==> config.mk <==
export PLATFORM = sky130hd
export DESIGN_NAME = irs_routing_ctrl
export DESIGN_NICKNAME = d
export VERILOG_FILES = /design/src/common/irs_pkg.sv /design/src/design/irs_decode.sv /design/src/design/irs_routing_ctrl.sv
export SDC_FILE = /design/constraint.sdc
export NUM_CORES = 1
export LEC_CHECK = 0
export ABC_AREA = 1
export BUFFER_PORTS_ARGS = -buffer_cell sky130_fd_sc_hd__buf_4
export CAP_MARGIN = 30
export CORE_MARGIN = 2
export CORE_UTILIZATION = 52
export CTS_CLUSTER_DIAMETER = 200
export DETAILED_ROUTE_END_ITERATION = 7
export PLACE_DENSITY = 0.8
export SLEW_MARGIN = 0
export SYNTH_ARGS = -nofsm -noshare
export SYNTH_HDL_FRONTEND = slang
export SYNTH_HIERARCHICAL = 1
export SYNTH_SLANG_ARGS = --single-unit
export TNS_END_PERCENT = 20
==> constraint.sdc <==
create_clock -name clk -period 1.75 [get_ports clk]
set_clock_uncertainty 0.05 [all_clocks]
set_input_delay 0.2625 -clock clk [delete_from_list [all_inputs] [get_ports clk]]
set_output_delay 0.2625 -clock clk [all_outputs]
set_load 0.05 [all_outputs]
==> src/common/irs_pkg.sv <==
/*
 Package for the input routing switch control block: register indices,
 field positions, reset values and selector encodings.
 Assumes a plain register port with byte-wide registers at their printed offsets.
*/
package irs_pkg;
	localparam int ADDR_W = 8;
	localparam int DATA_W = 8;
	localparam int NUM_CH = 3;
	localparam int NUM_IN = 5;
	localparam logic [7:0] CH_TWO_ROUTING_ADDR = 8'h02;
	localparam logic [7:0] CH_THREE_ROUTING_ADDR = 8'h03;
	localparam logic [7:0] PACING_ROUTING_ADDR = 8'h04;
	localparam int TEST_MSB = 7;
	localparam int TEST_LSB = 6;
	localparam int PLUS_MSB = 5;
	localparam int PLUS_LSB = 3;
	localparam int MINUS_MSB = 2;
	localparam int MINUS_LSB = 0;
	localparam logic [7:0] ROUTING_RESET = 8'h00;
	localparam logic [1:0] TEST_NONE = 2'h0;
	localparam logic [1:0] TEST_POSITIVE = 2'h1;
	localparam logic [1:0] TEST_NEGATIVE = 2'h2;
	localparam logic [1:0] TEST_ZERO = 2'h3;
	localparam logic [2:0] SOURCE_OPEN = 3'h0;
	localparam logic [2:0] SOURCE_LAST = 3'h5;
	localparam logic [7:0] UNMAPPED_READ = 8'h00;
endpackage

==> src/design/irs_decode.sv <==
/*
 Decoder of one routing register into analog switch enables.
 Assumes the register value is already synchronous to the caller's clock.
*/
`timescale 1ns/1ns
module irs_decode (
	// Register value
	input wire logic [7:0] routing,
	// Switch enables
	output logic [4:0] plusSwitch,
	output logic [4:0] minusSwitch,
	output logic [2:0] testSwitch
);
	logic [1:0] testSel;
	logic [2:0] plusSel;
	logic [2:0] minusSel;

	// One-hot over electrode inputs; 000 and 110..111 close nothing
	function automatic logic [4:0] source_onehot(input logic [2:0] sel);
		logic [4:0] hot;
		hot = 5'h00;
		if (sel != irs_pkg::SOURCE_OPEN && sel <= irs_pkg::SOURCE_LAST) begin
			hot[sel - 3'h1] = 1'b1;
		end
		return hot;
	endfunction

	always_comb begin
		testSel = routing[irs_pkg::TEST_MSB:irs_pkg::TEST_LSB];
		plusSel = routing[irs_pkg::PLUS_MSB:irs_pkg::PLUS_LSB];
		minusSel = routing[irs_pkg::MINUS_MSB:irs_pkg::MINUS_LSB];
		testSwitch = 3'h0;
		plusSwitch = 5'h00;
		minusSwitch = 5'h00;
		case (testSel)
			irs_pkg::TEST_POSITIVE: testSwitch = 3'h1;
			irs_pkg::TEST_NEGATIVE: testSwitch = 3'h2;
			irs_pkg::TEST_ZERO: testSwitch = 3'h4;
			default: begin
				plusSwitch = source_onehot(plusSel);
				minusSwitch = source_onehot(minusSel);
			end
		endcase
	end
endmodule

==> src/design/irs_routing_ctrl.sv <==
/*
 Routing control registers for channel two, channel three and the pacing channel,
 each decoded into electrode and test-signal switch enables.
 Assumes a synchronous register port driven from clk; switch outputs go to the
 analog matrix, which must tolerate combinational settling after a write.
*/
// Design decision made here: the strobed register port.
// What this block does
// - Channel two routing register at 0x02: test [7:6], plus [5:3], minus [2:0].
// - Channel three routing register at 0x03 with identical layout.
// - Pacing channel routing register at 0x04 with identical layout.
// - Minus selector 000 leaves the negative terminal open; resets to 000.
// - Minus selector 001 to 101 closes exactly one switch, inputs one to five, when the test field is 00; any test code opens all.
`timescale 1ns/1ns
module irs_routing_ctrl (
	// Clock and reset
	input wire logic clk,
	input wire logic nrst,
	// Register port
	input wire logic [7:0] regAddr,
	input wire logic [7:0] regWrData,
	input wire logic regWrite,
	input wire logic regRead,
	output logic [7:0] regRdData,
	// Channel two switches
	output logic [4:0] chTwoPlusSwitch,
	output logic [4:0] chTwoMinusSwitch,
	output logic [2:0] chTwoTestSwitch,
	// Channel three switches
	output logic [4:0] chThreePlusSwitch,
	output logic [4:0] chThreeMinusSwitch,
	output logic [2:0] chThreeTestSwitch,
	// Pacing channel switches
	output logic [4:0] pacingPlusSwitch,
	output logic [4:0] pacingMinusSwitch,
	output logic [2:0] pacingTestSwitch
);
	logic [7:0] routing_q [3];
	logic [7:0] routing_d [3];
	logic [7:0] rdData_q;
	logic [7:0] rdData_d;
	logic [4:0] plusSw [3];
	logic [4:0] minusSw [3];
	logic [2:0] testSw [3];

	// Address to register index; 3 means unmapped
	function automatic logic [1:0] reg_index(input logic [7:0] addr);
		if (addr == irs_pkg::CH_TWO_ROUTING_ADDR) begin
			return 2'h0;
		end else if (addr == irs_pkg::CH_THREE_ROUTING_ADDR) begin
			return 2'h1;
		end else if (addr == irs_pkg::PACING_ROUTING_ADDR) begin
			return 2'h2;
		end else begin
			return 2'h3;
		end
	endfunction

	always_comb begin
		routing_d = routing_q;
		rdData_d = irs_pkg::UNMAPPED_READ;
		if (regWrite && reg_index(regAddr) != 2'h3) begin
			routing_d[reg_index(regAddr)] = regWrData;
		end
		// Unmapped reads return zero rather than stale data
		if (regRead && reg_index(regAddr) != 2'h3) begin
			rdData_d = routing_q[reg_index(regAddr)];
		end
	end

	always_ff @(posedge clk) begin
		if (!nrst) begin
			for (int i = 0; i < 3; i++) begin
				routing_q[i] <= irs_pkg::ROUTING_RESET;
			end
			rdData_q <= irs_pkg::UNMAPPED_READ;
		end else begin
			routing_q <= routing_d;
			rdData_q <= rdData_d;
		end
	end

	assign regRdData = rdData_q;

	generate
		for (genvar g = 0; g < 3; g++) begin : gen_dec
			irs_decode u_dec (
				.routing(routing_q[g]),
				.plusSwitch(plusSw[g]),
				.minusSwitch(minusSw[g]),
				.testSwitch(testSw[g])
			);
		end
	endgenerate

	assign chTwoPlusSwitch = plusSw[0];
	assign chTwoMinusSwitch = minusSw[0];
	assign chTwoTestSwitch = testSw[0];
	assign chThreePlusSwitch = plusSw[1];
	assign chThreeMinusSwitch = minusSw[1];
	assign chThreeTestSwitch = testSw[1];
	assign pacingPlusSwitch = plusSw[2];
	assign pacingMinusSwitch = minusSw[2];
	assign pacingTestSwitch = testSw[2];

	property p_ch_two_write;
		@(posedge clk) disable iff (!nrst)
		(regWrite && regAddr == irs_pkg::CH_TWO_ROUTING_ADDR) |=> routing_q[0] == $past(regWrData);
	endproperty
	a_ch_two_write: assert property (p_ch_two_write) else $error("channel two write lost");

	property p_ch_three_write;
		@(posedge clk) disable iff (!nrst)
		(regWrite && regAddr == irs_pkg::CH_THREE_ROUTING_ADDR) |=>
			routing_q[1] == $past(regWrData);
	endproperty
	a_ch_three_write: assert property (p_ch_three_write) else $error("channel three write lost");

	property p_pacing_readback;
		@(posedge clk) disable iff (!nrst)
		(regWrite && regAddr == irs_pkg::PACING_ROUTING_ADDR) ##1
			(regRead && regAddr == irs_pkg::PACING_ROUTING_ADDR && !regWrite)
			|=> regRdData == $past(regWrData, 2);
	endproperty
	a_pacing_readback: assert property (p_pacing_readback) else $error("pacing readback wrong");

	property p_minus_open;
		@(posedge clk) disable iff (!nrst)
		routing_q[0][2:0] == irs_pkg::SOURCE_OPEN |-> chTwoMinusSwitch == 5'h00;
	endproperty
	a_minus_open: assert property (p_minus_open) else $error("open minus closed a switch");

	property p_reset_open;
		@(posedge clk)
		!nrst |=> pacingMinusSwitch == 5'h00 && chThreeMinusSwitch == 5'h00;
	endproperty
	a_reset_open: assert property (p_reset_open) else $error("reset left a switch closed");

	property p_minus_onehot;
		@(posedge clk) disable iff (!nrst)
		(routing_q[1][7:6] == irs_pkg::TEST_NONE && routing_q[1][2:0] != 3'h0
			&& routing_q[1][2:0] <= irs_pkg::SOURCE_LAST)
			|-> chThreeMinusSwitch == (5'h01 << (routing_q[1][2:0] - 3'h1));
	endproperty
	a_minus_onehot: assert property (p_minus_onehot) else $error("minus switch not one-hot");

	property p_test_isolates;
		@(posedge clk) disable iff (!nrst)
		routing_q[2][7:6] != irs_pkg::TEST_NONE
			|-> pacingPlusSwitch == 5'h00 && $onehot(pacingTestSwitch);
	endproperty
	a_test_isolates: assert property (p_test_isolates) else $error("test and source both on");

	property p_unmapped_zero;
		@(posedge clk) disable iff (!nrst)
		(regRead && regAddr > irs_pkg::PACING_ROUTING_ADDR) |=> regRdData == 8'h00;
	endproperty
	a_unmapped_zero: assert property (p_unmapped_zero) else $error("unmapped read not zero");

	property p_read_idle_zero;
		@(posedge clk) disable iff (!nrst)
		!regRead |=> regRdData == irs_pkg::UNMAPPED_READ;
	endproperty
	a_read_idle_zero: assert property (p_read_idle_zero) else $error("rdata not idle");

	property p_two_readback;
		@(posedge clk) disable iff (!nrst)
		(regRead && regAddr == irs_pkg::CH_TWO_ROUTING_ADDR)
			|=> regRdData == $past(routing_q[0]);
	endproperty
	a_two_readback: assert property (p_two_readback) else $error("ch two read wrong");

	property p_three_readback;
		@(posedge clk) disable iff (!nrst)
		(regRead && regAddr == irs_pkg::CH_THREE_ROUTING_ADDR)
			|=> regRdData == $past(routing_q[1]);
	endproperty
	a_three_readback: assert property (p_three_readback) else $error("ch three read wrong");

	property p_unmapped_write;
		@(posedge clk) disable iff (!nrst)
		(regWrite && (regAddr < irs_pkg::CH_TWO_ROUTING_ADDR
			|| regAddr > irs_pkg::PACING_ROUTING_ADDR))
			|=> routing_q[0] == $past(routing_q[0]) && routing_q[1] == $past(routing_q[1])
			&& routing_q[2] == $past(routing_q[2]);
	endproperty
	a_unmapped_write: assert property (p_unmapped_write) else $error("stray write landed");

	property p_plus_onehot;
		@(posedge clk) disable iff (!nrst)
		(routing_q[0][7:6] == irs_pkg::TEST_NONE && routing_q[0][5:3] != irs_pkg::SOURCE_OPEN
			&& routing_q[0][5:3] <= irs_pkg::SOURCE_LAST)
			|-> chTwoPlusSwitch == (5'h01 << (routing_q[0][5:3] - 3'h1));
	endproperty
	a_plus_onehot: assert property (p_plus_onehot) else $error("plus switch wrong");

	property p_minus_spare;
		@(posedge clk) disable iff (!nrst)
		routing_q[0][2:0] > irs_pkg::SOURCE_LAST |-> chTwoMinusSwitch == 5'h00;
	endproperty
	a_minus_spare: assert property (p_minus_spare) else $error("spare code closed a switch");

	property p_zero_test;
		@(posedge clk) disable iff (!nrst)
		routing_q[1][7:6] == irs_pkg::TEST_ZERO
			|-> chThreeTestSwitch == 3'h4 && chThreeMinusSwitch == 5'h00;
	endproperty
	a_zero_test: assert property (p_zero_test) else $error("zero test decode wrong");

	property p_reset_regs;
		@(posedge clk)
		!nrst |=> routing_q[0] == irs_pkg::ROUTING_RESET && routing_q[1] == irs_pkg::ROUTING_RESET
			&& routing_q[2] == irs_pkg::ROUTING_RESET && regRdData == irs_pkg::UNMAPPED_READ;
	endproperty
	a_reset_regs: assert property (p_reset_regs) else $error("reset left a value");

	property p_minus_single;
		@(posedge clk) disable iff (!nrst)
		$onehot0(chTwoMinusSwitch) && $onehot0(chThreeMinusSwitch) && $onehot0(pacingMinusSwitch);
	endproperty
	a_minus_single: assert property (p_minus_single) else $error("two minus switches on");
endmodule

; ---- Yosys cells after proc, flatten, opt, wreduce, memory -nomap -nowiden
; Cells that the tools add are included.
[totals]
regBits = 32
inputBits = 20
output_inout_bits = 47
word_cells = 109
[classes]
n_addsub = 6
n_lt_le_gt_ge = 21
eq_ne = 13
muxes = 38
bitwise_logic = 2
reduce_logical = 25
[op_table]
columns = cell, count
row1 = 2-to-1 mux 5 bit, 12
row2 = one-hot mux 3 bit (3 select lines), 3
row3 = bitwise mux 24 bit, 1
row4 = < comparator 3 x 4 -> 1 bit (second input constant), 6
row5 = 2-to-1 mux 8 bit, 3
row6 = demux 1 bit (select 3 bit), 6
row7 = greater-or-equal comparator 3 x 1 -> 1 bit (second input constant), 6
row8 = <= comparator 3 bit (second input constant), 6
row9 = nonzero test 3 bit, 6
row10 = subtractor 3 x 1 -> 3 bit (second input constant), 6
row11 = binary-select mux 8 bit (select 2 bit), 1
row12 = demux 8 bit (select 2 bit), 1
row13 = equality test 8 x 2 -> 1 bit (second input constant), 2
row14 = logical AND 1 bit, 15
row15 = equality test 2 bit (second input constant), 6
row16 = OR reduction 3 bit, 3
row17 = equality test 8 x 3 -> 1 bit (second input constant), 1
row18 = 2-to-1 mux 2 bit, 4
row19 = 2-to-1 mux 1 bit, 7
row20 = equality test 2 x 1 -> 1 bit (second input constant), 3
row21 = greater-or-equal comparator 3 bit (second input constant), 2
row22 = inverter 2 -> 3 bit, 2
row23 = < comparator 3 x 1 -> 1 bit (second input constant), 1
row24 = inequality test 2 bit (second input constant), 1
row25 = AND reduction 2 bit, 1

; ---- Depth between registers and ports, before layout
[logic_depth]
word_depth = 13
ltp_mapped = 10
depth_no_buf = 9

; ---- Modules after synthesis
; Netlist, hierarchy kept.
[modules_own_cells]
columns = mod, n_inst, cells_each, area_per_inst_um2, seq_area_each_um2
row1 = irs_routing_ctrl, 1, 181, 1397.6, 640.6
row2 = irs_decode, 3, 57, 309.0, 0.0

; ---- Worst setup path after synthesis
; OpenSTA, ideal clock, no wires.
[synth_path]
path_kind = register -> output
start = reg routing_q[8] in the netlist's numbering
end = out chThreeMinusSwitch[0]
arrival_ps = 1605
required_ps = 1437
path_slack_ps = -167
stages_incl_launch_ff = 6
n_path_buf = 0
path_cell_list = dfxtp_1 -> inv_2 -> ha_1 -> xnor2_1 -> nand2_1 -> nor2_1
[synth_via]
elab_chain_cells = 7
elab_cells_between_ends = 11
cone_classes = add/sub (1) / order compare (3) / mux (4) / reduce/logical (3)
[synth_rtl]
columns = element, line_no
row1 = from (decl), irs_routing_ctrl.sv:38  ; logic [7:0] routing_q [3];
row2 = "from (signal, indexed assignment)", irs_routing_ctrl.sv:74  ; routing_q[i] <= irs_pkg::ROUTING_RESET;
row3 = from (signal assigned), irs_routing_ctrl.sv:78  ; routing_q <= routing_d;
row4 = subtractor 3 x 1 -> 3 bit, irs_decode.sv:23  ; hot[sel - 3'h1] = 1'b1;
row5 = < comparator 3 x 4 -> 1 bit (not written as such) or greater-or-equal comparator 3 x 1 -> 1 bit (tied branches), irs_decode.sv:23
row6 = logical AND 1 bit (not written as such), irs_decode.sv:23
row7 = 2-to-1 mux 1 bit (not written as such), irs_decode.sv:23
row8 = demux 1 bit (select 3 bit), --
row9 = 2-to-1 mux 5 bit (*), irs_decode.sv:22  ; if (sel != irs_pkg::SOURCE_OPEN && sel <= irs_pkg::SOURCE_LAST) begin
row10 = 2-to-1 mux 5 bit (*), irs_decode.sv:35  ; case (testSel)
row11 = to (decl), irs_routing_ctrl.sv:31  ; output logic [4:0] chThreeMinusSwitch,
; Mark *: on every way between the ends. The rest lies on a longest branch, timed or not.

; ---- Worst setup path after layout
[layout_path]
start = reg routing_q[8] in the netlist's numbering
end = out chThreeMinusSwitch[4]
; Same word-level chain as after synthesis.

==> flow_summary.yaml <==
die:
  core-area_sq_um: 4320
  die_area_sq_um: 5020
  chipHeight_um: 70.9
  num_io_pins: 67
  rows: 24
  initial_utilization_pct: 53.8
  dieWidth_um: 70.9
global_route:
  grt_first_pass_wirelength_mm: 10.5
  grt-ovfl-total: 0
  grt_max_degree: 26
  grt_pass1_vias: 2330
  track_usage_pct: 25.6
  antenna_found_initial: 0
critical_path:
  cp_slowest_cell: "dfxtp_2"
  start_kind: "flop"
  slowest_delay_ns: 0.33
  crit_chain: "inv_2 -> ha_4 -> xor2_1 -> nand2_1 -> nor2_2 -> buf_6"
  crit_path_max_fanout: 4
  cp_data_arrival_time_ns: 1.56
  critical_path_class: "reg -> out"
  crit_family: "flip-flops"
  required_ns: 1.44
  crit_buf_inv: 2
  cp-end-kind: "primary output"
sta:
  fmaxAchievable_ghz: 0.534
  finalHoldWorstSlack_ns: 0.180
  post-route-period-util_pct: 107
  relSlewSlack_pct: 73.2
  timing.final.ws_setup_ns: -0.121
  tightestPinTransition_ns: 0.401
  slew_viol_final: 0
  rsz0062_at_grt: "true"
  hold_viol_final: 0
  setup_viol: 18
  min_period_ns: 1.87
yosys:
  yosysUniqueCellTypes: 26
  synth_edf_count: 0
  synth_compound_area_share_pct: 9.20
  synthesis.area_sq_um: 2320
  synth-simple-area-share_pct: 37.7
  synth-xor-area-share_pct: 4.52
  syn_area_per_cell_sq_um: 6.60
  synth-seq-cells: 32
  netlist_instances: 352
  synth_fa_ha_area_share_pct: 9.69
  synthMuxAreaShare_pct: 0
  yosysSeqAreaShare_pct: 27.6
  yosysWarningCount: 6
  async_reset_ff_share_pct: 0
  synth_top_family_by_area: "simple AND/OR/NAND/NOR gates"
  synth_fp_nets: 390
  synthFlopType: "dfxtp_1"
power_and_ir_drop:
  intPower_w: 0.00119
  seqPwrFrac_pct: 46.8
  p_leak_nw: 1.63
  pwr-share-comb_pct: 7.4
  p_sw_w: 0.000356
  p_clk_share_pct: 45.8
  p_sw_share_pct: 23.0
  vdd_drop_max_uv: 417
  power.density_nw_per_um2: 419
clock_tree:
  clock_sinks: 32
  htree_num_levels: 2
  clock-root-buffer: "clkbuf_8"
  cts_tree: "done"
  clk_latency_ns: 0.29
  clk_pin_slew_ns: 0.07
  clockBufferDepth: 2
  hold_buffers: 0
  cts_buffers: 5
detailed_routing:
  vias_per_cell: 5.37
  wl_per_cell_um: 15.0
  postRouteAntennaNets: 0
  drc_errors: 0
  wirelength_mm: 7.28
  detail_route.first_pass.iterations: 5
  routed-via-count: 2599
  drt_iter0_markers: 206
cells_and_area:
  multi_input_area_sq_um: 1860
  antenna_cells: 0
  utilization_pct: 85.4
  syn_to_final_growth_pct: 58.8
  seq_area_sq_um: 674
  fill_cells: 218
  nets: 469
  drive_gt1_share_pct: 50.9
place:
  dp_hpwl_mm: 4.38
  gp_congestion: 0.900
  numPortBuffers: 66
run_status:
  violations: "negative setup slack"
  status: "finished with violations"
worst_hold_path:
  min_path_type: "in -> reg"
job:
  maxCapViolCount: 0
area by class of cell:
class / count / share of cell area [%]
flip-flops and latches: 32 / 18.3
well taps: 52 / 1.76
clock buffers: 6 / 1.97
inverters: 59 / 6.74
repair buffers: 78 / 19.8
multi-input cells: 255 / 50.5
clock inverters: 2 / 0.949
layer usage:
layer	global-route usage, %	part of all wire (%)	vias to the layer above
met4	6.50	1.8	0
met2	45.3	52	118
met5	0	0	-
met3	5.84	7.3	20
li1	-	-	1257
met1	31.3	39	1204
flip-flops by register name, summed over array words and instances, names as in the netlist:
name / cells
routing_q: 24
regRdData: 8
cell usage after synthesis, types with 4 or more instances:
master   number  area, sq um
nand2_1      65          244
o21ai_1      18         90.1
inv_1        37          139
nor2_1       63          236
nor2_2        6         37.5
inv_2        22         82.6
dfxtp_1      32          641
xnor2_1       6         52.6
o21ai_0       6         30.0
and3_1        4         25.0
ha_1         18          225
nand3_2       7         70.1
xor2_1        6         52.6
nand2_2       5         31.3
nor3_1        8         40.0
a21oi_1      17         85.1
nand3_1      18         90.1
per-stage QoR:
step	instances	instance area, sq um	worst slack (ns)	TNS (ns)	total power (W)
2_1_floorplan	352	2320	-0.167	-4.16	0.000799
3_3_place_gp	472	2900	0.192	0	0.000848
3_5_place_dp	472	2900	0.113	0	0.000850
4_1_cts	480	3360	-0.0177	-0.0978	0.00154
5_1_grt	484	3690	-0.123	-1.93	0.00159
6_report	484	3690	-0.121	-0.641	0.00155
path summary, 6_finish.rpt:
check                     start                     to  slack (ns)  depth (start not counted)
setup / recovery   routing_q[8]  chThreeMinusSwitch[4]       -0.12                          6
hold / removal     regWrData[0]           routing_q[8]        0.18                          3
setup reg to reg  routing_q[11]           regRdData[3]        0.69                          5
hold reg to reg   routing_q[17]          routing_q[17]        0.49                          2
cell families after synthesis:
| group | after synthesis |
|---|---|
| AOI/OAI and AO/OA | 42 |
| xor gates and xnor gates | 12 |
| adders and majority gates | 18 |
| buffers and inverters | 65 |
| DFF | 32 |
| and+or+nand+nor | 183 |
power by group through the flow:
| stage | sequential, W | clock (W) | combinational (W) |
|---|---|---|---|
| after global routing | 0.000723 | 0.000739 | 0.000123 |
| after global placement | 0.000747 | 0 | 0.000101 |
| after floorplan | 0.000747 | 0 | 0.0000522 |
| after CTS | 0.000731 | 0.000700 | 0.000106 |
| final | 0.000724 | 0.000709 | 0.000115 |
| after detailed placement | 0.000747 | 0 | 0.000103 |
tightest hold or removal path, stage by stage:
cell	delay, ns
buf_4	0.08
nor3_1	0.04
nor2_1	0.09
placed cells by master, fill, tap and decap left out:
master      n
xor2_1      6
a21oi_1    17
buf_6      33
dfxtp_2    12
ha_2        1
nor3_1      8
xnor2_2     1
nand2_2    16
nor2_8      2
a21oi_2     1
nor3_4      1
buf_4      42
buf_8       3
inv_4       7
xnor2_4     5
nand2_4     2
and3_1      4
o21ai_1    18
inv_2      19
nand3_2    10
dfxtp_1    15
bufinv_16   1
clkinv_2    1
ha_4       15
nor2_4      6
nor2_2     28
nor2_1     37
nand3_1    13
inv_6       2
ha_1        2
inv_1      31
o21ai_0     6
nand2_1    54
clkbuf_1    1
nand3_4     2
clkbuf_8    5
dfxtp_4     5
timing repair:
| action | in CTS | in global routing |
|---|---|---|
| pin swaps | 30 | 29 |
| resized for setup | 85 | 77 |
| setup buffers | 0 | 4 |
| setup endpoints to repair | 30 | 30 |
Power figures use the tool's default switching activity.
